$ cat src/dss_defs.vh
// Constants for the DAC sequencer status block: offsets, bit positions, widths.
// Included by every design file of the block; definitions only.
`ifndef DSS_DEFS_VH
`define DSS_DEFS_VH
`define DSS_OFF_STATUS 12'h2EC
`define DSS_OFF_INT_STAT 12'h2F0
`define DSS_OFF_INT_MASK 12'h300
`define DSS_BIT_DMA_DONE 20
`define DSS_BIT_DMA_ERR 18
`define DSS_BIT_DMA_BSY 17
`define DSS_BIT_DMA_IDLE 16
`define DSS_BIT_FRM_ERR 6
`define DSS_BIT_TIME_ERR 5
`define DSS_BIT_DATA_ERR 4
`define DSS_BIT_CNV_ACT 2
`define DSS_BIT_PRLD 1
`define DSS_BIT_OU_IDLE 0
`define DSS_CNT_W 28
`define DSS_CNT_ZERO 28'h0000000
`define DSS_CNT_ONE 28'h0000001
`define DSS_WORD_ZERO 32'h00000000
`define DSS_INT_W 5
`define DSS_INT_ZERO 5'h00
`define DSS_ADDR_W 12
`endif

$ cat src/dss_dma_state.v
// DMA engine state tracker: idle, busy, error and buffer-done flags.
// Assumes single-cycle event pulses from the DMA engine, all on CLK.
`include "dss_defs.vh"
`timescale 1ns/1ps
`default_nettype none
module dss_dma_state (
  input wire clk, // Clock
  input wire reset, // Sync reset, high
  input wire dma_enable, // DMA engine enabled
  input wire len_write, // Buffer-length register write
  input wire fetch_last, // Last buffer value fetched
  input wire pci_abort, // Master or target abort
  output reg dma_buffer_done_q, // Buffer done
  output reg dma_error_state_q, // Error state
  output reg dma_busy_state_q, // Busy state
  output wire dma_idle_state // Idle state
);
  assign dma_idle_state = ~dma_busy_state_q & ~dma_error_state_q;
  always @(posedge clk) begin
    if (reset) begin
      dma_buffer_done_q <= 1'b0;
      dma_error_state_q <= 1'b0;
      dma_busy_state_q <= 1'b0;
    end else begin
      if (!dma_enable) begin
        dma_error_state_q <= 1'b0;
      end else if (dma_busy_state_q && pci_abort) begin
        dma_error_state_q <= 1'b1;
      end
      if (!dma_enable || pci_abort || fetch_last) begin
        dma_busy_state_q <= 1'b0;
      end else if (len_write && dma_idle_state) begin
        dma_busy_state_q <= 1'b1;
      end
      if (dma_busy_state_q && fetch_last && !pci_abort && dma_enable) begin
        dma_buffer_done_q <= 1'b1;
      end else if (len_write && dma_idle_state && dma_enable) begin
        dma_buffer_done_q <= 1'b0;
      end
    end
  end
endmodule // dss_dma_state
`default_nettype wire

$ cat src/dss_output_unit.v
// Output unit state: conversion run, error flags, pre-load and idle.
// Assumes conversion pulses and frame triggers are single cycles on CLK.
`include "dss_defs.vh"
`timescale 1ns/1ps
`default_nettype none
module dss_output_unit #(
  parameter CNT_W = `DSS_CNT_W
) (
  input wire clk, // Clock
  input wire reset, // Sync reset, high
  input wire ou_enable, // Output unit enabled
  input wire frame_mode, // 1 frame mode, 0 normal
  input wire conv_start, // Software start, normal mode
  input wire frame_trig, // Frame trigger event
  input wire conv_due, // Conversion pulse due
  input wire timing_bad, // Pulse would break DAC timing
  input wire all_loaded, // All DACs hold all four channels
  input wire clear_preload, // Manual pre-load clear
  input wire [CNT_W-1:0] num_conv, // Configured conversion count
  output reg frame_err_q, // Frame error
  output reg time_err_q, // Timing error
  output reg data_err_q, // Data error
  output reg conv_act_q, // Conversion active
  output reg preload_q, // DACs pre-loaded
  output wire ou_idle, // Output unit idle
  output wire conv_pulse // Conversion pulse issued
);
  reg [CNT_W-1:0] done_cnt_q;
  wire stopped = frame_err_q | time_err_q | data_err_q;
  wire continuous = (num_conv == {CNT_W{1'b0}});
  wire run_go = conv_act_q & conv_due & ~stopped;
  wire bad_time = run_go & timing_bad;
  wire bad_data = run_go & ~timing_bad & ~preload_q;
  wire last_conv = (done_cnt_q == num_conv - {{(CNT_W-1){1'b0}}, 1'b1});
  wire frm_err_ev = ou_enable & frame_mode & frame_trig & conv_act_q & ~continuous & ~stopped;
  wire start_ev = ou_enable & ~stopped & ~frm_err_ev &
                  (frame_mode ? frame_trig : conv_start);
  assign conv_pulse = run_go & ~timing_bad & preload_q & ~frm_err_ev;
  assign ou_idle = ~conv_act_q & ~stopped;
  always @(posedge clk) begin
    if (reset || !ou_enable) begin
      frame_err_q <= 1'b0;
      time_err_q <= 1'b0;
      data_err_q <= 1'b0;
      conv_act_q <= 1'b0;
      done_cnt_q <= {CNT_W{1'b0}};
    end else begin
      if (frm_err_ev) begin
        frame_err_q <= 1'b1;
      end
      if (bad_time) begin
        time_err_q <= 1'b1;
      end
      if (bad_data) begin
        data_err_q <= 1'b1;
      end
      if (frm_err_ev || bad_time || bad_data) begin
        conv_act_q <= 1'b0;
      end else if (start_ev) begin
        conv_act_q <= 1'b1;
        done_cnt_q <= {CNT_W{1'b0}};
      end else if (conv_pulse) begin
        done_cnt_q <= done_cnt_q + {{(CNT_W-1){1'b0}}, 1'b1};
        if (!continuous && last_conv) begin
          conv_act_q <= 1'b0;
        end
      end
    end
  end
  always @(posedge clk) begin
    if (reset) begin
      preload_q <= 1'b0;
    end else if (conv_pulse || clear_preload || !ou_enable) begin
      preload_q <= 1'b0;
    end else begin
      preload_q <= all_loaded;
    end
  end
endmodule // dss_output_unit
`default_nettype wire

$ cat src/dss_top.v
// DAC sequencer status block: status word, event interrupt, APB slave.
// Assumes all event inputs come from logic on CLK; APB master on CLK.
//
// Implementation choice: the APB interface to the registers.
`include "dss_defs.vh"
`timescale 1ns/1ps
`default_nettype none
module dss_top #(
  parameter CNT_W = `DSS_CNT_W
) (
  input wire CLK, // Clock, 25 MHz
  input wire RESET, // Sync reset, high
  input wire PSEL, // APB select
  input wire PENABLE, // APB enable
  input wire PWRITE, // APB direction
  input wire [`DSS_ADDR_W-1:0] PADDR, // APB byte address
  input wire [31:0] PWDATA, // APB write data
  output wire PREADY, // APB ready
  output reg [31:0] PRDATA, // APB read data
  output wire PSLVERR, // APB error
  output wire IRQ, // Interrupt, level high
  input wire DMA_ENABLE, // DMA engine enabled
  input wire LEN_WRITE, // Buffer-length register write
  input wire FETCH_LAST, // Last buffer value fetched
  input wire PCI_ABORT, // Master or target abort
  input wire OU_ENABLE, // Output unit enabled
  input wire FRAME_MODE, // Frame mode select
  input wire CONV_START, // Software start
  input wire FRAME_TRIG, // Frame trigger
  input wire CONV_DUE, // Conversion pulse due
  input wire TIMING_BAD, // Timing limit would break
  input wire ALL_LOADED, // All DACs loaded
  input wire CLEAR_PRELOAD, // Manual pre-load clear
  input wire [CNT_W-1:0] NUM_CONV, // Conversion count
  output wire CONV_PULSE, // Conversion pulse to DACs
  output wire [31:0] STATUS // Status word
);
  wire dma_buffer_done;
  wire dma_error_state;
  wire dma_busy_state;
  wire dma_idle_state;
  wire output_frame_error;
  wire output_timing_error;
  wire output_data_error;
  wire conversion_active;
  wire dacs_preloaded;
  wire output_unit_idle;
  reg [`DSS_INT_W-1:0] int_stat_q;
  reg [`DSS_INT_W-1:0] int_mask_q;
  reg [`DSS_INT_W-1:0] int_stat_d;
  reg [`DSS_INT_W-1:0] prev_q;
  reg [31:0] status_w;
  reg [31:0] rdata_d;
  wire [`DSS_INT_W-1:0] rise_ev;
  wire apb_access = PSEL & PENABLE;
  wire apb_wr = apb_access & PWRITE;
  wire hit_status = (PADDR == `DSS_OFF_STATUS);
  wire hit_stat = (PADDR == `DSS_OFF_INT_STAT);
  wire hit_mask = (PADDR == `DSS_OFF_INT_MASK);
  wire mapped = hit_status | hit_stat | hit_mask;

  dss_dma_state u_dma (
    .clk(CLK),
    .reset(RESET),
    .dma_enable(DMA_ENABLE),
    .len_write(LEN_WRITE),
    .fetch_last(FETCH_LAST),
    .pci_abort(PCI_ABORT),
    .dma_buffer_done_q(dma_buffer_done),
    .dma_error_state_q(dma_error_state),
    .dma_busy_state_q(dma_busy_state),
    .dma_idle_state(dma_idle_state)
  );

  dss_output_unit #(.CNT_W(CNT_W)) u_ou (
    .clk(CLK),
    .reset(RESET),
    .ou_enable(OU_ENABLE),
    .frame_mode(FRAME_MODE),
    .conv_start(CONV_START),
    .frame_trig(FRAME_TRIG),
    .conv_due(CONV_DUE),
    .timing_bad(TIMING_BAD),
    .all_loaded(ALL_LOADED),
    .clear_preload(CLEAR_PRELOAD),
    .num_conv(NUM_CONV),
    .frame_err_q(output_frame_error),
    .time_err_q(output_timing_error),
    .data_err_q(output_data_error),
    .conv_act_q(conversion_active),
    .preload_q(dacs_preloaded),
    .ou_idle(output_unit_idle),
    .conv_pulse(CONV_PULSE)
  );

  always @* begin
    status_w = `DSS_WORD_ZERO;
    status_w[`DSS_BIT_DMA_DONE] = dma_buffer_done;
    status_w[`DSS_BIT_DMA_ERR] = dma_error_state;
    status_w[`DSS_BIT_DMA_BSY] = dma_busy_state;
    status_w[`DSS_BIT_DMA_IDLE] = dma_idle_state;
    status_w[`DSS_BIT_FRM_ERR] = output_frame_error;
    status_w[`DSS_BIT_TIME_ERR] = output_timing_error;
    status_w[`DSS_BIT_DATA_ERR] = output_data_error;
    status_w[`DSS_BIT_CNV_ACT] = conversion_active;
    status_w[`DSS_BIT_PRLD] = dacs_preloaded;
    status_w[`DSS_BIT_OU_IDLE] = output_unit_idle;
  end
  assign STATUS = status_w;

  // Events are the rising edges of DMA done, DMA error and the three output errors
  wire [`DSS_INT_W-1:0] ev_src = {dma_buffer_done, dma_error_state, output_frame_error,
                                  output_timing_error, output_data_error};
  genvar gi;
  generate
    for (gi = 0; gi < `DSS_INT_W; gi = gi + 1) begin : g_ev
      assign rise_ev[gi] = ev_src[gi] & ~prev_q[gi];
    end
  endgenerate

  // Write-one-to-clear; a new event in the same cycle keeps its bit set
  always @* begin
    int_stat_d = int_stat_q;
    if (apb_wr && hit_stat) begin
      int_stat_d = int_stat_q & ~PWDATA[`DSS_INT_W-1:0];
    end
    int_stat_d = int_stat_d | rise_ev;
  end

  always @(posedge CLK) begin
    if (RESET) begin
      int_stat_q <= `DSS_INT_ZERO;
      int_mask_q <= `DSS_INT_ZERO;
      prev_q <= `DSS_INT_ZERO;
    end else begin
      int_stat_q <= int_stat_d;
      prev_q <= ev_src;
      if (apb_wr && hit_mask) begin
        int_mask_q <= PWDATA[`DSS_INT_W-1:0];
      end
    end
  end
  assign IRQ = |(int_stat_q & int_mask_q);

  // Read data registered in the setup cycle so the access phase needs no wait
  always @* begin
    rdata_d = `DSS_WORD_ZERO;
    if (hit_status) begin
      rdata_d = status_w;
    end else if (hit_stat) begin
      rdata_d[`DSS_INT_W-1:0] = int_stat_q;
    end else if (hit_mask) begin
      rdata_d[`DSS_INT_W-1:0] = int_mask_q;
    end
  end
  always @(posedge CLK) begin
    if (RESET) begin
      PRDATA <= `DSS_WORD_ZERO;
    end else if (PSEL && !PENABLE && !PWRITE) begin
      PRDATA <= rdata_d;
    end
  end
  assign PREADY = 1'b1;
  assign PSLVERR = apb_access & ~mapped;
endmodule // dss_top
`default_nettype wire

$ cat config.mk
export PLATFORM = sky130hd
export DESIGN_NAME = dss_top
export DESIGN_NICKNAME = d
export VERILOG_FILES = /design/src/dss_dma_state.v /design/src/dss_output_unit.v /design/src/dss_top.v
export VERILOG_INCLUDE_DIRS = /design/src /design/src/src
export SDC_FILE = /design/constraint.sdc
export NUM_CORES = 1
export LEC_CHECK = 0
export ABC_AREA = 1
export ABC_CLOCK_PERIOD_IN_PS = 2000
export BUFFER_PORTS_ARGS = -buffer_cell sky130_fd_sc_hd__buf_2
export CELL_PAD_IN_SITES_DETAIL_PLACEMENT = 0
export CELL_PAD_IN_SITES_GLOBAL_PLACEMENT = 1
export CORE_MARGIN = 2
export CORE_UTILIZATION = 35
export CTS_CLUSTER_DIAMETER = 150
export DETAILED_ROUTE_END_ITERATION = 10
export PLACE_DENSITY = 0.78
export SLEW_MARGIN = 10
export SYNTH_ARGS = -nofsm -noshare
export SYNTH_HDL_FRONTEND = slang
export SYNTH_HIERARCHICAL = 1
export SYNTH_SLANG_ARGS = --single-unit
$ cat constraint.sdc
create_clock -name CLK -period 2 [get_ports CLK]
set_input_delay 0.2 -clock CLK [delete_from_list [all_inputs] [get_ports CLK]]
set_output_delay 0.2 -clock CLK [all_outputs]
set_load 0.02 [all_outputs]
==> run summary, run 1 <==
Flow run
• **maxcap violations** 0

Clocking
• **H-Tree Level Count** 3
• **worst-skew pair later-pin latency** 0.33 ns
• **number of clock sinks** 62
• **maximum buffer depth of the clock tree** 2
• **CTS tree** yes
• **setup fix buffers added after clock tree synthesis** 0
• **clock transition at the registers of the reported paths** 0.05 ns
• **Clock Tree Root** sky130_fd_sc_hd__clkbuf_16
• **number of buffers created by CTS** 9
• **Post-CTS Hold Buffers** 0

Cells and area
• **layout cell share with drive strength beyond 1** 0.228
• **Final Cell Area** 6240 um^2
• **Area growth syn-to-layout** 25.4%
• **final-stage net count** 1,036
• **# fillers** 1,522
• **count of antenna diodes in the layout** 0

Setup path
• **start of the worst register-to-register path** u_ou/done_cnt_q[0]$_SDFFE_PP0P_
• **CP bufs+invs** 0
• **maximum cell stage delay along the critical path** 0.46 ns
• **critical path data required time** 2.26 ns
• **worst r2r path cells** 8
• **highest-delay cell along the critical path** sky130_fd_sc_hd__dfxtp_1
• **crit-path max FO** 6
• **data arrival at the endpoint of the critical path** 2.13 ns
• **critical path's top delay family** simple AND/OR/NAND/NOR gates
• **RR Endpoint** u_ou/done_cnt_q[26]$_SDFFE_PP0P_
• **critical path start-end classification** flip-flop to flip-flop
• **capturing element type of the critical path** flip-flop
• **cell repeated most along the worst path** sky130_fd_sc_hd__nand3_1
• **category of the worst setup path launch point** flip-flop
• **cells traversed along the worst timing path** ha_2 > nand4_2 > nor2_1 > nand3_1 > nor3_1 > xor2_1 > nand3_1 > a21oi_1
• **Reg2Reg Setup Slack** 0.13 ns

STA
• **Achievable Freq** 536 MHz
• **post-route worst hold slack** 0.0233 ns
• **worst-case clock skew** 0.00891 ns
• **min Tclk post-route** 1.87 ns
• **summed negative setup slack over all endpoints** 0 ns
• **Period Utilization, post-route** 0.934
• **number of setup violations in the final report** 0
• **Final Hold Violating Endpoints** 0
• **setup repair after global routing missed its margin** false
• **final count of pins violating max slew** 0

Place
• **post-detailed-placement cell area** 5880 um^2
• **number of buffer cells added on primary ports** 85
• **final weighted congestion in routability-driven placement** 0.897
• **half-perimeter wire length after detailed placement** 11,500 um

Status
• **status** finished, final reports clean

Synth
• **async set-or-reset flop fraction in the synthesized netlist** 0
• **post-synthesis share of cell area spent on xor and xnor gates** 0.0837
• **leading post-synthesis cells by cell area** sky130_fd_sc_hd__dfxtp_1, sky130_fd_sc_hd__nand2_1, sky130_fd_sc_hd__buf_4, sky130_fd_sc_hd__nor2_1, sky130_fd_sc_hd__nand3_1
• **adder-cell area share of the yosys netlist** 0.00754
• **flops & latches, synth** 62
• **synthesized area** 4980 um^2
• **Mean Syn Cell Area** 6.24 um^2
• **portion of netlist area occupied by mux cells** 0
• **largest family of logic cells by synthesized area** simple AND/OR/NAND/NOR gates
• **dominant cell by count in the synthesized netlist** sky130_fd_sc_hd__nand2_1
• **Post-synth top flop** sky130_fd_sc_hd__dfxtp_1
• **sequential share of the synthesized area** 0.249
• **post-synthesis cell type count** 36
• **Post-Synth Simple-Gate Area** 0.410
• **top cell type's share of synthesized area** 0.249
• **post-synthesis cell type with the largest combined area** sky130_fd_sc_hd__dfxtp_1
• **synthesized instance count** 798
• **Synth top cells by count** sky130_fd_sc_hd__nand2_1, sky130_fd_sc_hd__nor2_1, sky130_fd_sc_hd__inv_1
• **Synthesis Warnings** 6
• **compound-cell area share of the yosys netlist** 0.0772
• **EDFF count, synth** 0

Routing
• **vias after detailed routing** 5,176
• **per-cell routed wire length** 12.5 um
• **first-pass iteration count of the detailed router** 5
• **residual antenna-violating net count after detailed routing** 0
• **number of vias per cell** 4.58
• **count of routing violations after the opening detailed-route iteration** 305
• **total wirelength of the detailed-routed design** 14,100 um
• **Post-route DRC** 0

Global route
• **combined global-route utilization of all metal layers** 0.188
• **first-pass GRT wire length** 22,300 um
• **number of global-route vias before repair** 4,603
• **number of antenna violations at the first check in global routing** 0
• **Congestion Overflow GR** 0
• **maximum number of pins on one net before global-route repair** 25

Min path
• **Worst Hold Path Cells** 2
• **Min-Delay Startpoint** CLEAR_PRELOAD
• **endpoint of the worst hold-timing path** u_ou/preload_q$_SDFF_PP0_
• **path class of the lowest-slack min-delay path** input pin to flip-flop

Pwr
• **Clk network pwr share** 0.494
• **Cell Pwr Density** 563 nW/um^2
• **Pwr Total** 0.00352 W
• **combinational cell fraction of total power** 0.149
• **cell-internal power** 0.00260 W
• **largest voltage drop on the vdd net** 0.417 mV
• **power spent charging and discharging nets** 0.000920 W
• **net switching fraction of the power** 0.262
• **static leakage** 2.88 nW
• **sequential fraction of design power** 0.357

Die
• **Initial Util** 0.359
• **I/O pin count** 157
• **die outline width** 123 um
• **die span in y** 123 um
• **number of standard-cell rows in the floorplan** 43
• **total die area** 15,200 um^2
• **Core ar.** 13,900 um^2

per-stage QoR:
stage | utilization | worst slack, ns | std cells
after floorplan | - | 0.301 | 840
after CTS | 0.448 | 0.0590 | 1129
after detailed placement | 0.423 | -0.141 | 1113
after global placement | 0.423 | -0.0966 | 1113
final | 0.450 | 0.133 | 1129
after global routing | 0.450 | 0.00455 | 1129
cells in the final DEF, fill, tap and decap left out, types with 2 or more instances in the layout:
cell type                   synthesis  layout
sky130_fd_sc_hd__nor3_2             1       2
sky130_fd_sc_hd__nand2_2            5       5
sky130_fd_sc_hd__nand2_1          194     194
sky130_fd_sc_hd__ha_1               3       2
sky130_fd_sc_hd__inv_2              5       4
sky130_fd_sc_hd__buf_4             57      76
sky130_fd_sc_hd__inv_4              2       2
sky130_fd_sc_hd__inv_1             85      85
sky130_fd_sc_hd__bufinv_16          0       2
sky130_fd_sc_hd__buf_2              3      85
sky130_fd_sc_hd__nand4_1           13      13
sky130_fd_sc_hd__conb_1             2      44
sky130_fd_sc_hd__xor2_1            32      32
sky130_fd_sc_hd__clkinv_4           0       2
sky130_fd_sc_hd__nor3_1            30      29
sky130_fd_sc_hd__xnor2_1           13      13
sky130_fd_sc_hd__o21bai_1           4       4
sky130_fd_sc_hd__nand3_2            1       2
sky130_fd_sc_hd__nor4_1             7       6
sky130_fd_sc_hd__o21ai_0           22      22
sky130_fd_sc_hd__nor2_4             7       8
sky130_fd_sc_hd__o21ai_1            2       2
sky130_fd_sc_hd__dfxtp_1           62      62
sky130_fd_sc_hd__nor3_4             2       2
sky130_fd_sc_hd__a211oi_1           4       4
sky130_fd_sc_hd__nor2_1           102     100
sky130_fd_sc_hd__nor2_2             7       8
sky130_fd_sc_hd__a21oi_1           39      39
sky130_fd_sc_hd__clkbuf_8           0       2
sky130_fd_sc_hd__clkbuf_16          0       9
sky130_fd_sc_hd__nand3b_1           7       7
sky130_fd_sc_hd__nand3_1           73      72
state kept, by name, indices dropped and copies added (netlist names), 5 cells and up:
register / cells
u_ou/done_cnt_q: 28
PRDATA: 11
int_mask_q: 5
int_stat_q: 5
prev_q: 5
worst max-delay path by stage:
stage | from | to | slack (ns) | depth (start not counted)
after floorplan | u_ou/frame_err_q$_SDFFE_PP0P_ | u_ou/done_cnt_q[4]$_SDFFE_PP0P_ | 0.30 | 13
after global placement | NUM_CONV[0] | u_ou/conv_act_q$_SDFFE_PP0P_ | -0.1 | 16
after detailed placement | NUM_CONV[8] | u_ou/done_cnt_q[2]$_SDFFE_PP0P_ | -0.14 | 13
after CTS | u_ou/frame_err_q$_SDFFE_PP0P_ | u_ou/done_cnt_q[23]$_SDFFE_PP0P_ | 0.06 | 12
after global routing | u_ou/conv_act_q$_SDFFE_PP0P_ | u_ou/done_cnt_q[11]$_SDFFE_PP0P_ | 0.005 | 10
final | u_ou/done_cnt_q[0]$_SDFFE_PP0P_ | u_ou/done_cnt_q[26]$_SDFFE_PP0P_ | 0.13 | 8
layer usage:
layer  global-route usage  wire length (um)  up-vias  part of all wire
li1                     -                 -     2757                 -
met1                0.254              6760     2271              0.48
met2                0.312              6510      136              0.46
met3               0.0351               689       12             0.049
met4               0.0405               163        0             0.012
met5                    0                 0        -                 0
cell type report:
class	count	area, um^2	share of cell area
multi-input combinational	617	3070	0.492
sequential	62	1240	0.199
timing repair buffer	162	1020	0.163
inverter	92	355	0.0569
clock buffer	11	253	0.0405
tap	180	225	0.0361
clock inverter	5	81.3	0.0130
logic make-up (layout without fill, tap and decap cells):
| group | after synthesis | in the layout |
|---|---|---|
| compound gates | 72 | 72 |
| xor+xnor | 46 | 46 |
| fa+ha+maj | 3 | 3 |
| buf+inv | 161 | 270 |
| flops | 62 | 62 |
| other cells | 2 | 44 |
| simple gates | 452 | 452 |
timing repair:
item,4_1_cts,5_1_grt
pin swaps,0,1
resized for setup,1,9
endpoints found under the setup margin,24,29
power by group through the flow:
stage	combinational, W	clock, W	sequential [W]
2_1_floorplan	0.000366	0	0.00129
3_3_place_gp	0.000523	0	0.00128
3_5_place_dp	0.000523	0	0.00128
4_1_cts	0.000526	0.00176	0.00126
5_1_grt	0.000584	0.00183	0.00126
6_report	0.000526	0.00174	0.00126
Power figures use the tool's default switching activity.
==> run 2: changes to the inputs <==
--- a/config.mk
+++ b/config.mk
@@ -7,14 +7,13 @@
 export NUM_CORES = 1
 export LEC_CHECK = 0
-export ABC_AREA = 1
-export ABC_CLOCK_PERIOD_IN_PS = 2000
+export ABC_CLOCK_PERIOD_IN_PS = 1700
 export BUFFER_PORTS_ARGS = -buffer_cell sky130_fd_sc_hd__buf_2
 export CELL_PAD_IN_SITES_DETAIL_PLACEMENT = 0
 export CELL_PAD_IN_SITES_GLOBAL_PLACEMENT = 1
 export CORE_MARGIN = 2
-export CORE_UTILIZATION = 35
+export CORE_UTILIZATION = 33
 export CTS_CLUSTER_DIAMETER = 150
 export DETAILED_ROUTE_END_ITERATION = 10
-export PLACE_DENSITY = 0.78
+export PLACE_DENSITY = 0.75
 export SLEW_MARGIN = 10
 export SYNTH_ARGS = -nofsm -noshare
==> constraint.sdc (replaced) <==
create_clock -name CLK -period 1.7 [get_ports CLK]
set_input_delay 0.34 -clock CLK [delete_from_list [all_inputs] [get_ports CLK]]
set_output_delay 0.34 -clock CLK [all_outputs]
set_load 0.02 [all_outputs]
==> run 2 against run 1 <==
The run now ends with setup timing left. Critical path type is now input pin to primary output. Design area increased by 19%. Global-route usage is 1.3 points higher. Sequential power is 17% higher. Sequential share of layout area decreased by 3.1 points. Via count is 9.5% lower. First-iteration DRC count fell by 29%. Combinational power rose by 48%. Clock-buffer cell count shrank 2. Register-to-register slack got worse by 0.55 ns. Clock skew decreased by 0.00074 ns. Die area shrank 5.1%.
==> run summary, run 2 <==
Global route
• **number of antenna violations at the first check in global routing** 0, unchanged
• **maximum number of pins on one net before global-route repair** 26, +4.0%
• **Congestion Overflow GR** 0, unchanged
• **M1 GR Usage** 0.252, -0.00126
• **first-pass GRT wire length** 22,900 um, +2.5%
• **combined global-route utilization of all metal layers** 0.201, +0.0127
• **met2 global-route usage** 0.338, +0.0259
• **most congested layer reported by global routing** met2
• **number of global-route vias before repair** 4,617, +0.30%
• **global routing met3 resource utilization** 0.0461, +0.0110

Synth
• **dominant cell by count in the synthesized netlist** sky130_fd_sc_hd__nor2_1
• **async set-or-reset flop fraction in the synthesized netlist** 0, unchanged
• **Synth top cells by count** sky130_fd_sc_hd__nor2_1, sky130_fd_sc_hd__dfxtp_1, sky130_fd_sc_hd__buf_4
• **synthesized instance count** 546, -32%
• **portion of netlist area occupied by mux cells** 0.0315, +0.0315
• **Synthesis Warnings** 6, unchanged
• **post-synthesis cell type count** 67, +86%
• **Post-synth top flop** sky130_fd_sc_hd__dfxtp_1
• **sequential share of the synthesized area** 0.279, +0.0297
• **top cell type's share of synthesized area** 0.279, +0.0297
• **EDFF count, synth** 0, unchanged
• **Post-Synth Simple-Gate Area** 0.305, -0.105
• **leading post-synthesis cells by cell area** sky130_fd_sc_hd__dfxtp_1, sky130_fd_sc_hd__buf_4, sky130_fd_sc_hd__xnor2_1, sky130_fd_sc_hd__nor2_1, sky130_fd_sc_hd__xor2_1
• **post-synthesis share of cell area spent on xor and xnor gates** 0.124, +0.0404
• **post-synthesis cell type with the largest combined area** sky130_fd_sc_hd__dfxtp_1
• **largest family of logic cells by synthesized area** simple AND/OR/NAND/NOR gates
• **synthesized area** 4450 um^2, -11%
• **adder-cell area share of the yosys netlist** 0.00844, +0.000899
• **flops & latches, synth** 62, unchanged
• **compound-cell area share of the yosys netlist** 0.122, +0.0446
• **Mean Syn Cell Area** 8.15 um^2, +31%

Routing
• **count of routing violations after the opening detailed-route iteration** 218, -29%
• **residual antenna-violating net count after detailed routing** 0, unchanged
• **total wirelength of the detailed-routed design** 15,000 um, +6.1%
• **number of vias per cell** 4.92, +7.3%
• **first-pass iteration count of the detailed router** 4, -1
• **vias after detailed routing** 4,686, -9.5%
• **per-cell routed wire length** 15.7 um, +26%
• **Post-route DRC** 0, unchanged

Setup path
• **critical path data required time** 1.36 ns, -0.90 ns
• **RR Endpoint** u_ou/done_cnt_q[13]$_SDFFE_PP0P_
• **category of the worst setup path launch point** input pin
• **start of the worst register-to-register path** u_ou/frame_err_q$_SDFFE_PP0P_
• **cells traversed along the worst timing path** buf_8 > nor4_4 > nand2_2 > or3_4 > a2111oi_4 > buf_4
• **maximum cell stage delay along the critical path** 0.41 ns, -0.05 ns
• **critical path start-end classification** input pin to primary output
• **worst r2r path cells** 10, +2
• **highest-delay cell along the critical path** sky130_fd_sc_hd__or3_4
• **capturing element type of the critical path** primary output
• **Reg2Reg Setup Slack** -0.42 ns, -0.55 ns
• **data arrival at the endpoint of the critical path** 1.93 ns, -0.20 ns
• **crit-path max FO** 2, -4

Pwr
• **sequential fraction of design power** 0.350, -0.007
• **Clk network pwr share** 0.465, -0.029
• **combinational cell fraction of total power** 0.185, +0.036
• **power spent charging and discharging nets** 0.00113 W, +23%
• **Cell Pwr Density** 564 nW/um^2, +0.18%
• **Pwr Total** 0.00421 W, +20%
• **cell-internal power** 0.00308 W, +19%
• **static leakage** 3.05 nW, +6.0%
• **largest voltage drop on the vdd net** 0.482 mV, +15%
• **net switching fraction of the power** 0.268, +0.00619

Die
• **die outline width** 120 um, -2.6%
• **I/O pin count** 157, unchanged
• **die span in y** 120 um, -2.6%
• **Initial Util** 0.337, -0.0214
• **total die area** 14,400 um^2, -5.1%
• **number of standard-cell rows in the floorplan** 42, -2.3%
• **Core ar.** 13,200 um^2, -5.0%

STA
• **Slew Limit Headroom** 0.630
• **final count of pins violating max slew** 0, unchanged
• **Final Hold Violating Endpoints** 0, unchanged
• **setup repair after global routing missed its margin** true
• **min Tclk post-route** 2.27 ns
• **Period Utilization, post-route** 1.34
• **number of setup violations in the final report** 34, +34
• **summed negative setup slack over all endpoints** -11.63 ns, -11.63 ns
• **Achievable Freq** 441 MHz
• **Worst-Margin Slew** 0.552 ns
• **fin worst setup slack** -0.570 ns, -0.703 ns
• **worst-case clock skew** 0.00817 ns, -0.000743 ns
• **post-route worst hold slack** 0.190 ns, +0.167 ns

Clocking
• **maximum buffer depth of the clock tree** 2, unchanged
• **Clock Tree Root** sky130_fd_sc_hd__clkbuf_16
• **worst-skew pair later-pin latency** 0.34 ns, about the same
• **H-Tree Level Count** 3, unchanged
• **number of clock sinks** 62, unchanged
• **number of buffers created by CTS** 9, unchanged
• **clock transition at the registers of the reported paths** 0.05 ns, about the same
• **CTS tree** yes

Place
• **number of buffer cells added on primary ports** 85, unchanged
• **final weighted congestion in routability-driven placement** 0.872, -2.7%
• **Setup WS pre-CTS** -0.836 ns, -0.695 ns
• **half-perimeter wire length after detailed placement** 10,000 um, -13%

Cells and area
• **flip-flop count of the largest register after layout** 28, unchanged
• **# fillers** 1,131, -26%
• **Area growth syn-to-layout** 67.7%
• **most frequent standard cell in the layout excluding fill and tap cells** sky130_fd_sc_hd__buf_4
• **layout cell share with drive strength beyond 1** 0.512, +0.285
• **biggest regs** u_ou/done_cnt_q: 28 flops, PRDATA: 11 flops
• **final core area utilization** 0.566, +0.116
• **final-stage net count** 865, -17%
• **count of antenna diodes in the layout** 0, unchanged
• **most frequent cells in the layout** sky130_fd_sc_hd__buf_4, sky130_fd_sc_hd__buf_2, sky130_fd_sc_hd__dfxtp_1, sky130_fd_sc_hd__conb_1
• **register ranked first by flip-flop count** u_ou/done_cnt_q

Flow run
• **maxcap violations** 0, unchanged

Status
• **failing checks** setup timing
• **status** finished with violations

Min path
• **endpoint of the worst hold-timing path** u_dma/dma_busy_state_q$_SDFFE_PP0P_
• **path class of the lowest-slack min-delay path** input pin to flip-flop
• **Min-Delay Startpoint** FETCH_LAST
• **Worst Hold Path Cells** 2, unchanged

-- run 2: cell count changes in the layout (fill, tap and decap cells not counted), moves of 22 or more --
cell / delta
sky130_fd_sc_hd__a21oi_1: -22
sky130_fd_sc_hd__buf_4: +54
sky130_fd_sc_hd__nand2_1: -169
sky130_fd_sc_hd__nand3_1: -58
sky130_fd_sc_hd__inv_1: -64
sky130_fd_sc_hd__buf_6: +30
sky130_fd_sc_hd__nor2_1: -70
-- run 2: power groups by stage --
stage	Sequential [W]	Clock (W)	Combinational, W
2_1_floorplan	0.00151	0	0.000389
4_1_cts	0.00147	0.00198	0.000733
6_report	0.00147	0.00196	0.000777
5_1_grt	0.00147	0.00205	0.000831
3_5_place_dp	0.00150	0	0.000611
3_3_place_gp	0.00150	0	0.000602
-- run 2: critical path: cells and delay by family --
kind                   cells  cell delay [ns]
AND/OR/NAND/NOR            3             0.86
AO/OA/AOI/OAI              1             0.41
buffers and inverters      2             0.32
-- run 2: worst max path at each step --
stage,to,from,slack [ns]
global placement,u_ou/conv_act_q$_SDFFE_PP0P_,NUM_CONV[19],-0.73
CTS,CONV_PULSE,NUM_CONV[12],-0.61
floorplan,u_ou/conv_act_q$_SDFFE_PP0P_,NUM_CONV[6],-0.54
finish,CONV_PULSE,NUM_CONV[14],-0.57
global route,CONV_PULSE,NUM_CONV[14],-0.61
detailed placement,u_ou/conv_act_q$_SDFFE_PP0P_,NUM_CONV[19],-0.84
-- run 2: timing repair --
action / in CTS / in global routing
endpoints found under the setup margin: 38 / 44
gates resized for setup: 103 / 108
cloned: 3 / 0
setup buffers: 45 / 14
pin swaps: 51 / 49
hold buffers: 0 / 0
-- run 2: metal layers --
metal / part of all wire / up-vias
met1: 0.43 / 2247
met5: 0 / -
met4: 0.016 / 0
met2: 0.49 / 144
met3: 0.057 / 18
li1: - / 2277
-- run 2: metrics by stage --
stage / instances / area (um^2)
global placement: 902 / 5850
global route: 953 / 7460
detailed placement: 902 / 5850
floorplan: 588 / 4750
finish: 953 / 7460
CTS: 947 / 6920
-- run 2: layout make-up --
type | count | area (um^2) | area share
Inverter | 23 | 91.3 | 0.0122
Tap cell | 176 | 220 | 0.0295
Timing Repair Buffer | 246 | 1930 | 0.259
Clock inverter | 6 | 86.3 | 0.0116
Clock buffer | 9 | 225 | 0.0302
Multi-Input combinational cell | 431 | 3650 | 0.490
Sequential cell | 62 | 1250 | 0.168
-- run 2: cells by family after synthesis --
| logic type | count (synthesis) |
|---|---|
| adder cells (fa/ha/maj) | 3 |
| multiplexers | 14 |
| AND/OR/NAND/NOR | 235 |
| other | 2 |
| AO/OA/AOI/OAI | 72 |
| XOR/XNOR | 63 |
| flip-flops | 62 |
| buffers and inverters | 95 |
==> run 3: changes to the inputs <==
- BUFFER_PORTS_ARGS: -buffer_cell sky130_fd_sc_hd__buf_2 -> unset
- CORE_UTILIZATION: 33 -> 42
- DONT_BUFFER_PORTS: unset -> 1
- PLACE_DENSITY: 0.75 -> 0.74
- REMOVE_ABC_BUFFERS: unset -> 1
==> run 3 against run 2 <==
The run still ends with setup timing left. Routed wire length fell by 10%. Largest cell class unchanged. Worst setup slack better by 0.22 ns. Highest routed layer unchanged. Critical path depth is 1 higher. Hold slack got worse by 0.14 ns. Clock skew increased by 0.0059 ns. Register-to-register slack gained 0.11 ns.
==> run summary, run 3 (synthesis gave the netlist of run 2 again) <==
STA
• **Achievable Freq** 488 MHz, +11%
• **fin worst setup slack** -0.348 ns, +0.222 ns
• **final count of pins violating max slew** 0, unchanged
• **Final Hold Violating Endpoints** 0, unchanged
• **Period Utilization, post-route** 1.20, -0.131
• **Worst-Margin Slew** 0.657 ns, +0.104 ns
• **min Tclk post-route** 2.05 ns, -0.222 ns
• **setup repair after global routing missed its margin** true
• **summed negative setup slack over all endpoints** -6.64 ns, +4.99 ns
• **worst-case clock skew** 0.0141 ns, +0.00595 ns
• **number of setup violations in the final report** 31, -8.8%
• **Slew Limit Headroom** 0.561, -0.0684

Routing
• **count of routing violations after the opening detailed-route iteration** 233, +6.9%
• **vias after detailed routing** 4,203, -10%
• **number of vias per cell** 5.33, +8.3%
• **residual antenna-violating net count after detailed routing** 0, unchanged
• **first-pass iteration count of the detailed router** 4, unchanged
• **total wirelength of the detailed-routed design** 13,500 um, -10%
• **per-cell routed wire length** 17.0 um, +8.4%
• **Post-route DRC** 0, unchanged

Cells and area
• **count of antenna diodes in the layout** 0, unchanged
• **final-stage net count** 740, -14%
• **layout cell share with drive strength beyond 1** 0.404, -0.108
• **flip-flop count of the largest register after layout** 28, unchanged
• **final cell count without fillers** 789, -17%
• **register ranked first by flip-flop count** u_ou/done_cnt_q
• **most frequent standard cell in the layout excluding fill and tap cells** sky130_fd_sc_hd__buf_4
• **biggest regs** u_ou/done_cnt_q: 28 flops, PRDATA: 11 flops
• **most frequent cells in the layout** sky130_fd_sc_hd__buf_4, sky130_fd_sc_hd__dfxtp_1, sky130_fd_sc_hd__conb_1, sky130_fd_sc_hd__nor2_1, sky130_fd_sc_hd__xnor2_1
• **Area growth syn-to-layout** 44.4%
• **Final Cell Area** 6420 um^2, -14%
• **# fillers** 862, -24%

Clocking
• **Post-CTS Hold Buffers** 0, unchanged
• **number of buffers created by CTS** 9, unchanged
• **CTS tree** yes
• **H-Tree Level Count** 3, unchanged
• **maximum buffer depth of the clock tree** 2, unchanged
• **worst-skew pair later-pin latency** 0.35 ns, about the same
• **clock transition at the registers of the reported paths** 0.07 ns, +0.02 ns
• **number of clock sinks** 62, unchanged
• **Clock Tree Root** sky130_fd_sc_hd__clkbuf_8

Die
• **I/O pin count** 157, unchanged
• **number of standard-cell rows in the floorplan** 37, -12%
• **Core ar.** 10,300 um^2, -22%
• **die outline width** 107 um, -11%
• **total die area** 11,400 um^2, -21%
• **die span in y** 107 um, -11%
• **Initial Util** 0.431, +0.0936

Setup path
• **data arrival at the endpoint of the critical path** 1.71 ns, -0.22 ns
• **critical path data required time** 1.36 ns, about the same
• **critical path's top delay family** simple AND/OR/NAND/NOR gates
• **CP bufs+invs** 2, unchanged
• **maximum cell stage delay along the critical path** 0.43 ns, +0.02 ns
• **cells traversed along the worst timing path** inv_16 > ha_4 > nor2b_1 > nand4_1 > or3_4 > a2111oi_4 > buf_4
• **category of the worst setup path launch point** input pin
• **capturing element type of the critical path** primary output
• **crit-path max FO** 3, +1
• **critical path start-end classification** input pin to primary output
• **highest-delay cell along the critical path** sky130_fd_sc_hd__or3_4

Pwr
• **largest voltage drop on the vdd net** 0.309 mV, -36%
• **static leakage** 2.44 nW, -20%
• **Cell Pwr Density** 559 nW/um^2, -0.92%

Place
• **post-detailed-placement cell area** 4980 um^2, -15%
• **half-perimeter wire length after detailed placement** 9060 um, -9.7%
• **final weighted congestion in routability-driven placement** 0.861, -1.3%
• **number of buffer cells added on primary ports** 0, -100%
• **total instance count after detailed placement** 742, -18%

Global route
• **met2 global-route usage** 0.374, +0.0367
• **number of global-route vias before repair** 4,149, -10%
• **first-pass GRT wire length** 20,200 um, -11%
• **Congestion Overflow GR** 0, unchanged
• **number of antenna violations at the first check in global routing** 0, unchanged
• **maximum number of pins on one net before global-route repair** 36, +38%
• **M1 GR Usage** 0.275, +0.0227
• **global routing met3 resource utilization** 0.0766, +0.0305
• **most congested layer reported by global routing** met2
• **combined global-route utilization of all metal layers** 0.228, +0.0272

Status
• **status** finished with violations
• **failing checks** setup timing

Flow run
• **maxcap violations** 0, unchanged

Min path
• **path class of the lowest-slack min-delay path** input pin to flip-flop

[run 3: final timing paths]
check / start / endpoint / slack, ns / cells past startpoint
max: NUM_CONV[1] / CONV_PULSE / -0.35 / 7
min: FETCH_LAST / u_dma/dma_busy_state_q$_SDFFE_PP0P_ / 0.05 / 1
max reg2reg: u_ou/frame_err_q$_SDFFE_PP0P_ / u_ou/done_cnt_q[6]$_SDFFE_PP0P_ / -0.31 / 8
min reg2reg: prev_q[0]$_SDFF_PP0_ / int_stat_q[0]$_SDFF_PP0_ / 0.48 / 2
[run 3: layer usage]
metal	wire (um)	vias to the layer above
met5	0	-
met4	237	0
met3	975	18
met2	6680	131
met1	5560	2022
li1	-	2032
[run 3: per-stage QoR]
stage / hold WS (ns) / util / setup WS, ns / total power (W)
floorplan: 0.405 / - / -0.628 / 0.00178
global placement: 0.406 / 0.483 / -0.533 / 0.00188
detailed placement: 0.408 / 0.483 / -0.586 / 0.00189
CTS: 0.0308 / 0.588 / -0.341 / 0.00361
global route: 0.0221 / 0.622 / -0.379 / 0.00375
finish: 0.0494 / 0.622 / -0.348 / 0.00359
[run 3: what timing repair did]
action,in CTS,in global routing
cloned,3,0
setup buffers,27,8
resized for setup,130,66
endpoints found under the setup margin,35,41
pin swaps,56,52
[run 3: power breakdown]
group / switching (W) / leakage [nW] / internal (W)
clock network: 0.000606 / 0.120 / 0.00102
registers: 0.0000169 / 0.504 / 0.00146
logic: 0.000283 / 1.82 / 0.000207
[run 3: layout make-up]
| type | instances | area, um^2 | area share |
|---|---|---|---|
| tap | 136 | 170 | 0.0265 |
| inverter | 23 | 115 | 0.0179 |
| clock inverter | 5 | 106 | 0.0166 |
| timing repair buffer | 121 | 1100 | 0.172 |
| sequential | 62 | 1250 | 0.195 |
| multi-input combinational | 431 | 3540 | 0.550 |
| clock buffer | 11 | 141 | 0.0220 |
